[src/include/acr_pkg.sv]
// Package for the converter result and compare register slice.
// Assumes a 32-bit APB slave on pclk with asynchronous active-low reset.
package acr_pkg;

   // ----------------------------------------------------------------
   // Register byte offsets
   // ----------------------------------------------------------------
   localparam logic [11:0] OFF_COMPARE_VALUE_1 = 12'h000;
   localparam logic [11:0] OFF_CONVERSION_RESULT_0 = 12'h004;
   localparam logic [11:0] OFF_CONVERSION_RESULT_1 = 12'h008;
   localparam logic [11:0] OFF_COMPARE_CONTROL_1 = 12'h00C;

   // ----------------------------------------------------------------
   // Field layout
   // ----------------------------------------------------------------
   localparam int DATA_W = 12;
   localparam int DATA_LSB = 4;
   localparam int DATA_MSB = 15;
   localparam int OVERRUN_BIT = 1;
   localparam int STORED_BIT = 0;
   localparam int SEL_MSB = 3;
   localparam int DIR_BIT = 4;
   localparam int MON_EN_BIT = 7;
   localparam int SEL_W = 4;
   localparam logic [SEL_W-1:0] SEL_RESULT_0 = 4'h0;
   localparam logic [SEL_W-1:0] SEL_RESULT_1 = 4'h1;
   localparam logic [31:0] RESET_WORD = 32'h0000_0000;

   // ----------------------------------------------------------------
   // Types
   // ----------------------------------------------------------------
   typedef enum logic [0:0] {
      DIR_GREATER_EQUAL = 1'b0,
      DIR_LESS_EQUAL = 1'b1
   } acr_dir_type;

   typedef struct packed {
      logic [DATA_W-1:0] value;
      logic overrun;
      logic stored;
   } acr_result_type;

   typedef struct packed {
      logic monitor_enable;
      acr_dir_type direction;
      logic [SEL_W-1:0] source;
   } acr_control_type;

endpackage

[src/verilog/acr_regs.sv]
// Compare value, compare control and two conversion result registers.
// Assumes the converter core gives one-cycle store strobes with result data on pclk.
//
// Local design decisions: the APB interface to the registers and the placing of the registers.
module acr_regs (
   // Clock and reset
   input wire logic pclk,
   input wire logic presetn,
   // APB slave
   input wire logic psel,
   input wire logic penable,
   input wire logic pwrite,
   input wire logic [11:0] paddr,
   input wire logic [31:0] pwdata,
   input wire logic [3:0] pstrb,
   output logic [31:0] prdata,
   output logic pready,
   output logic pslverr,
   // Converter core
   input wire logic store_0,
   input wire logic [11:0] store_data_0,
   input wire logic store_1,
   input wire logic [11:0] store_data_1,
   // Compare result
   output logic compare_match
);

   // ----------------------------------------------------------------
   // Decode
   // ----------------------------------------------------------------
   function automatic logic hit(input logic [11:0] addr, input logic [11:0] off);
      hit = (addr == off);
   endfunction

   function automatic acr_pkg::acr_result_type next_result(input acr_pkg::acr_result_type cur,
         input logic store, input logic [11:0] data, input logic rd_clear);
      next_result = cur;
      if (rd_clear) begin
         next_result.overrun = 1'b0;
         next_result.stored = 1'b0;
      end
      // Store wins over a clearing read in the same cycle
      if (store) begin
         next_result.value = data;
         next_result.stored = 1'b1;
         next_result.overrun = cur.stored;
      end
   endfunction

   function automatic logic [31:0] result_word(input acr_pkg::acr_result_type r);
      result_word = acr_pkg::RESET_WORD;
      result_word[acr_pkg::DATA_MSB:acr_pkg::DATA_LSB] = r.value;
      result_word[acr_pkg::OVERRUN_BIT] = r.overrun;
      result_word[acr_pkg::STORED_BIT] = r.stored;
   endfunction

   logic [11:0] compare_value_1;
   acr_pkg::acr_control_type compare_control_1;
   acr_pkg::acr_result_type conversion_result_0;
   acr_pkg::acr_result_type conversion_result_1;
   acr_pkg::acr_result_type next_conversion_result_0;
   acr_pkg::acr_result_type next_conversion_result_1;

   wire access = psel && penable;
   wire wr = access && pwrite;
   wire rd = access && !pwrite;
   wire hit_cmp = hit(paddr, acr_pkg::OFF_COMPARE_VALUE_1);
   wire hit_r0 = hit(paddr, acr_pkg::OFF_CONVERSION_RESULT_0);
   wire hit_r1 = hit(paddr, acr_pkg::OFF_CONVERSION_RESULT_1);
   wire hit_ctl = hit(paddr, acr_pkg::OFF_COMPARE_CONTROL_1);
   wire mapped = hit_cmp || hit_r0 || hit_r1 || hit_ctl;
   // Only a read with pstrb[0] set or with pstrb all zero clears the flags
   wire rd_clear_0 = rd && hit_r0 && pstrb[0] || rd && hit_r0 && (pstrb == 4'h0);
   wire rd_clear_1 = rd && hit_r1 && pstrb[0] || rd && hit_r1 && (pstrb == 4'h0);
   wire wr_cmp = wr && hit_cmp;
   wire wr_ctl = wr && hit_ctl;

   assign pready = 1'b1;
   assign pslverr = access && !mapped;

   // ----------------------------------------------------------------
   // Compare value and control
   // ----------------------------------------------------------------
   wire [11:0] next_compare_value_1 = wr_cmp && pstrb[0] && pstrb[1]
         ? pwdata[acr_pkg::DATA_MSB:acr_pkg::DATA_LSB] : compare_value_1;
   wire [5:0] ctl_bits = {pwdata[acr_pkg::MON_EN_BIT], pwdata[acr_pkg::DIR_BIT],
         pwdata[acr_pkg::SEL_MSB:0]};

   always_ff @(posedge pclk or negedge presetn) begin
      if (!presetn) begin
         compare_value_1 <= '0;
         compare_control_1 <= '0;
      end else begin
         compare_value_1 <= next_compare_value_1;
         if (wr_ctl && pstrb[0]) begin
            compare_control_1 <= acr_pkg::acr_control_type'(ctl_bits);
         end
      end
   end

   // ----------------------------------------------------------------
   // Result registers
   // ----------------------------------------------------------------
   always_comb begin
      next_conversion_result_0 = next_result(conversion_result_0, store_0, store_data_0,
            rd_clear_0);
      next_conversion_result_1 = next_result(conversion_result_1, store_1, store_data_1,
            rd_clear_1);
   end

   always_ff @(posedge pclk or negedge presetn) begin
      if (!presetn) begin
         conversion_result_0 <= '0;
         conversion_result_1 <= '0;
      end else begin
         conversion_result_0 <= next_conversion_result_0;
         conversion_result_1 <= next_conversion_result_1;
      end
   end

   // ----------------------------------------------------------------
   // Compare
   // ----------------------------------------------------------------
   logic [11:0] sel_value;
   logic sel_valid;
   logic next_compare_match;
   always_comb begin
      sel_value = '0;
      sel_valid = 1'b0;
      if (compare_control_1.source == acr_pkg::SEL_RESULT_0) begin
         sel_value = conversion_result_0.value;
         sel_valid = 1'b1;
      end else if (compare_control_1.source == acr_pkg::SEL_RESULT_1) begin
         sel_value = conversion_result_1.value;
         sel_valid = 1'b1;
      end
      next_compare_match = 1'b0;
      if (compare_control_1.monitor_enable && sel_valid) begin
         if (compare_control_1.direction == acr_pkg::DIR_GREATER_EQUAL) begin
            next_compare_match = sel_value >= compare_value_1;
         end else begin
            next_compare_match = sel_value <= compare_value_1;
         end
      end
   end

   always_ff @(posedge pclk or negedge presetn) begin
      if (!presetn) begin
         compare_match <= 1'b0;
      end else begin
         compare_match <= next_compare_match;
      end
   end

   // ----------------------------------------------------------------
   // Read data
   // ----------------------------------------------------------------
   logic [31:0] next_prdata;
   always_comb begin
      next_prdata = acr_pkg::RESET_WORD;
      if (hit_cmp) begin
         next_prdata[acr_pkg::DATA_MSB:acr_pkg::DATA_LSB] = compare_value_1;
      end else if (hit_r0) begin
         next_prdata = result_word(conversion_result_0);
      end else if (hit_r1) begin
         next_prdata = result_word(conversion_result_1);
      end else if (hit_ctl) begin
         next_prdata[acr_pkg::MON_EN_BIT] = compare_control_1.monitor_enable;
         next_prdata[acr_pkg::DIR_BIT] = compare_control_1.direction;
         next_prdata[acr_pkg::SEL_MSB:0] = compare_control_1.source;
      end
   end

   // Registered on the setup cycle so data stands at the access edge
   always_ff @(posedge pclk or negedge presetn) begin
      if (!presetn) begin
         prdata <= '0;
      end else if (psel && !penable && !pwrite) begin
         prdata <= next_prdata;
      end
   end

endmodule

[config.mk]
export PLATFORM = sky130hd
export DESIGN_NAME = acr_regs
export DESIGN_NICKNAME = d
export VERILOG_FILES = /design/src/include/acr_pkg.sv /design/src/verilog/acr_regs.sv
export SDC_FILE = /design/constraint.sdc
export NUM_CORES = 1
export LEC_CHECK = 0
export BUFFER_PORTS_ARGS = -buffer_cell sky130_fd_sc_hd__buf_4
export CORE_MARGIN = 2
export CORE_UTILIZATION = 45
export CTS_BUF_LIST = sky130_fd_sc_hd__clkbuf_4 sky130_fd_sc_hd__clkbuf_8 sky130_fd_sc_hd__clkbuf_16
export DETAILED_ROUTE_END_ITERATION = 6
export GPL_ROUTABILITY_DRIVEN = 1
export HOLD_SLACK_MARGIN = 0.1
export PLACE_DENSITY = 0.75
export SLEW_MARGIN = 30
export SYNTH_ARGS = -nofsm -noshare
export SYNTH_HDL_FRONTEND = slang
export SYNTH_SLANG_ARGS = --single-unit
[constraint.sdc]
create_clock -name pclk -period 2.6 [get_ports pclk]
set_clock_uncertainty 0.2 [all_clocks]
set_input_delay 0.65 -clock pclk [delete_from_list [all_inputs] [get_ports pclk]]
set_output_delay 0.65 -clock pclk [all_outputs]
set_load 0.05 [all_outputs]
# Word-level counts from Yosys, hierarchy flattened
# Index checks and enable logic that the tools add are counted.
# word_totals
ff_bits	79
latchBits	0
ram_bits	0
romBits	0
memories	0
# classes
addsub	0
n_mul	0
div	0
magnitude_cmp	2
eq_ne	4
shift	0
mux	20
bitwise_logic	0
n_reduce_logical	31
# op_table
op	n
$mux W12	3
$mux W16	2
$eq A12 B4 Y1 const B	2
$logic_and A1 B1 Y1	18
$eq A12 B3 Y1 const B	1
$ge A12 B12 Y1	1
$le A12 B12 Y1	1
$logic_not A12 Y1	1
$mux W2	5
$mux W5	2
$logic_not A4 Y1	2
$mux W8	1
$mux W1	6
$logic_or A1 B1 Y1	5
$eq A4 B1 Y1 const B	1
$mux W4	1
$reduce_bool A2 Y1	2
$logic_not A1 Y1	3

# Longest topological paths before layout
# logic_depth
depth_word	7
depth_mapped	10
depth_no_buf	8

# Least setup slack after synthesis
# OpenSTA, ideal clock, no wires.
# synth_timing
kind	input to output
start	input port paddr[5]
end	output port pslverr
arrival_time_ps	1658
path_slack_ps	92
cell_stages	4
path_buffers	1
cell_sequence	nor4_2 -> and4_1 -> buf_4 -> nor2_1
# synth_between
elab_chain_cells	6
elab_cells_between_ends	9
cone_classes	eq/ne (3); reduce/logical (6)
# synth_lines
item	line	text
from (decl)	acr_regs.sv:13	input wire logic [11:0] paddr,
$eq A12 B3 Y1 or $logic_not A12 Y1 (tied branches)	acr_regs.sv:32	hit = (addr == off);
$logic_or A1 B1 Y1 (2 in a row)	acr_regs.sv:71	wire mapped = hit_cmp || hit_r0 || hit_r1 || hit_ctl;
$logic_or A1 B1 Y1 *	acr_regs.sv:71	
$logic_not A1 Y1 *	acr_regs.sv:79	assign pslverr = access && !mapped;
$logic_and A1 B1 Y1 *	acr_regs.sv:79	
to (decl)	acr_regs.sv:18	output logic pslverr,
# Mark *: on every way between the ends. The rest lies on a longest branch, timed or not.

# Final worst setup path
# layout_timing
start	input port paddr[1]
end	output port pslverr
# Same word-level chain as after synthesis.

==> impl_metrics.py <==
metrics = {
    "outcome": {
        "status": "completed",
    },
    "worst_setup_path": {
        "crit_arrival_ns": 1.64,
        "critPathMaxFanout": 4,
        "crit_chain": "buf_4 -> nor4_2 -> and4_1 -> nor2_1 -> buf_4",
        "cp-end-kind": "output port",
        "r2r-end": "compare_match$_DFF_PN0_",
        "r2r_cells": 8,
        "critical_path.max_stage_delay_ns": 0.33,
        "rr_startpoint": "compare_control_1[2]$_DFFE_PN0P_",
        "critPathSlowestCell": "and4_1",
        "worstPathRequired_ns": 1.75,
        "cp-start-kind": "input pin",
        "path_common_cell": "buf_4",
        "reg2reg_slack_ns": 0.20,
        "worstSetupPathType": "in -> out",
    },
    "global_route": {
        "grt_start_max_net_pins": 64,
        "antenna_found_initial": 0,
        "grt_pass1_wl_um": 13200,
        "track_usage_pct": 20.2,
        "grt_pass1_vias": 2783,
        "grt_overflow": 0,
    },
    "drt": {
        "drtIter0Drc": 128,
        "routed_wl_um": 8110,
        "via_per_inst": 5.11,
        "drtPass1Iterations": 4,
        "wl_per_cell_um": 15.2,
        "via_count": 2724,
        "antenna_left": 0,
        "drc_errors": 0,
    },
    "power_and_ir_drop": {
        "p_switching_mw": 0.575,
        "comb_power_share_pct": 14.4,
        "p_seq_share_pct": 46.2,
        "power.density_nw_per_um2": 517,
        "vdd.ir_drop.worst_mv": 0.296,
        "p_clk_share_pct": 39.4,
        "switching_share_pct": 25.4,
        "p_leak_nw": 2.12,
        "p_int_mw": 1.69,
    },
    "die": {
        "coreArea_um2": 7330,
        "fp.dieH_um": 91.6,
        "dieArea_um2": 8390,
        "die_w_um": 91.6,
        "start_util_pct": 47.1,
        "rows": 31,
        "pin_count": 114,
    },
    "sta": {
        "tightest_slew_ns": 0.774,
        "fin_crit_ns": 2.49,
        "fmax_mhz": 401,
        "period_share_pct": 95.9,
        "rsz0062_at_grt": "false",
        "finalHoldViolCount": 0,
        "slew_headroom_pct": 48.4,
        "slew_viol_final": 0,
        "setup_violations": 0,
        "tns_ns": 0,
    },
    "logic_synthesis": {
        "syn-cell-area_um2": 3450,
        "synthArstFlopShare_pct": 100,
        "synth.top_cell.area_share_pct": 45.7,
        "synthFlopType": "dfrtp_1",
        "ys_seq_elements": 63,
        "synth_common_cells": "63 x dfrtp_1, 50 x nand2_1, 23 x mux2_2, 23 x nor2_1, 21 x inv_1",
        "ys_types": 37,
        "synth_edf_count": 0,
        "yosys.area.top_type": "dfrtp_1",
        "synth-warning-count": 0,
        "synth.yosys.seq_area_share_pct": 45.7,
        "syn_area_per_cell_um2": 10.1,
        "yosysMostFrequentCell": "dfrtp_1",
        "synthTopCellsByArea": "dfrtp_1 46%, mux2_2 7.5%, nand2_1 5.4%",
        "syn_inst": 342,
    },
    "clock_network": {
        "clkTransAtPathRegs_ns": 0.06,
        "cts.sinks": 63,
        "root_buffer": "clkbuf_8",
        "cts_hold_buf": 0,
        "clock_latency_ns": 0.33,
        "cts_buffer_depth": 2,
        "htree_levels": 3,
        "cts_tree": "yes",
        "cts_buffers": 9,
    },
    "finish": {
        "nFillCells": 629,
        "diodes": 0,
        "layout.nets": 520,
        "finalInstanceArea_um2": 4380,
        "area_growth_pct": 26.7,
        "layout-drive-gt1-share_pct": 36.2,
    },
    "placement": {
        "globalplace.congestion": 0.745,
        "placed_cell_area_um2": 4110,
        "dp_hpwl_um": 5550,
        "io_buffer_count": 80,
    },
    "min_path": {
        "hold_class": "in -> async",
    },
    "job": {
        "maxCapViolCount": 0,
    },
}
[routing by layer]
metal / GRT usage (%) / part of all wire, % / up-vias
met5: 0 / 0 / -
met4: 9.09 / 2.0 / 0
met3: 3.32 / 5.1 / 13
met2: 33.8 / 50 / 89
met1: 25.5 / 43 / 1309
li1: - / - / 1313
[registers in the layout, summed over array words and instances (netlist names)]
signal               flops
conversion_result_0     14
prdata                  16
conversion_result_1     14
compare_match            1
compare_control_1        6
compare_value_1         12
[how the worst max path moves through the flow]
stage                     depth (start not counted)                              end                              from
after CTS                                        10          compare_match$_DFF_PN0_  compare_control_1[0]$_DFFE_PN0P_
after detailed placement                          7   compare_value_1[0]$_DFFE_PN0P_                          paddr[1]
after floorplan                                   4                          pslverr                          paddr[5]
final                                             5                          pslverr                          paddr[1]
after global routing                              5                          pslverr                          paddr[1]
after global placement                            7  compare_value_1[11]$_DFFE_PN0P_                          paddr[1]
[worst max-delay path: cells and delay by family]
| family | cells | cell delay (ns) |
|---|---|---|
| AND/OR/NAND/NOR | 3 | 0.69 |
| buffers and inverters | 2 | 0.30 |
[power groups by stage]
stage          combinational [mW]  clock (mW)  sequential (mW)
6_report                    0.327       0.893             1.05
5_1_grt                     0.363       0.963             1.05
3_5_place_dp                0.327           0             1.06
3_3_place_gp                0.318           0             1.06
4_1_cts                     0.328       0.909             1.04
2_1_floorplan               0.218           0             1.05
[per-stage QoR]
step	power, mW	setup slack (ns)	util, %	hold WS (ns)	instances
6_report	2.26	0.107	59.7	0.196	533
3_3_place_gp	1.38	0.0663	56.1	0.257	511
3_5_place_dp	1.39	0.0224	56.1	0.258	511
4_1_cts	2.28	0.0453	59.0	0.222	527
5_1_grt	2.38	0.0282	59.7	0.258	533
2_1_floorplan	1.27	0.0922	-	0.154	357
[placed cells by master, fill, tap and decap left out, types with 11 or more instances in the layout]
master    synthesis  layout
conb_1            2      17
nor2_1           23      23
a21oi_1          16      16
inv_1            21      21
nand2_1          50      50
nor2b_1          12      12
mux2_2           23      23
dfrtp_1          63      62
mux2i_1          11      11
ha_1             12      12
clkbuf_8          0      12
o21ai_0          18      17
buf_4            18      95
[logic make-up (layout without fill, tap and decap cells)]
| kind of cell | Yosys count | after routing | synth area share, % |
|---|---|---|---|
| buffers and inverters | 57 | 134 | 8.66 |
| AND/OR/NAND/NOR | 107 | 107 | 14.8 |
| AO/OA/AOI/OAI | 55 | 55 | 9.96 |
| multiplexers | 46 | 46 | 16.3 |
| other | 2 | 17 | 0.217 |
| flip-flops | 63 | 63 | 45.7 |
| adder cells (fa/ha/maj) | 12 | 12 | 4.35 |
[final cells by class]
type	count	area, µm²	area share, %
inverters	21	78.8	1.80
clock buffers	13	173	3.95
well taps	99	124	2.83
clock inverters	3	40.0	0.915
flip-flops and latches	63	1580	36.1
repair buffers	97	738	16.9
multi-input cells	237	1640	37.6
[what timing repair did]
item                       4_1_cts  5_1_grt
setup buffers                    0        6
hold endpoints to repair         0        0
setup endpoints to repair        0        1
gates resized for setup          0        4
Power figures use the tool's default switching activity.
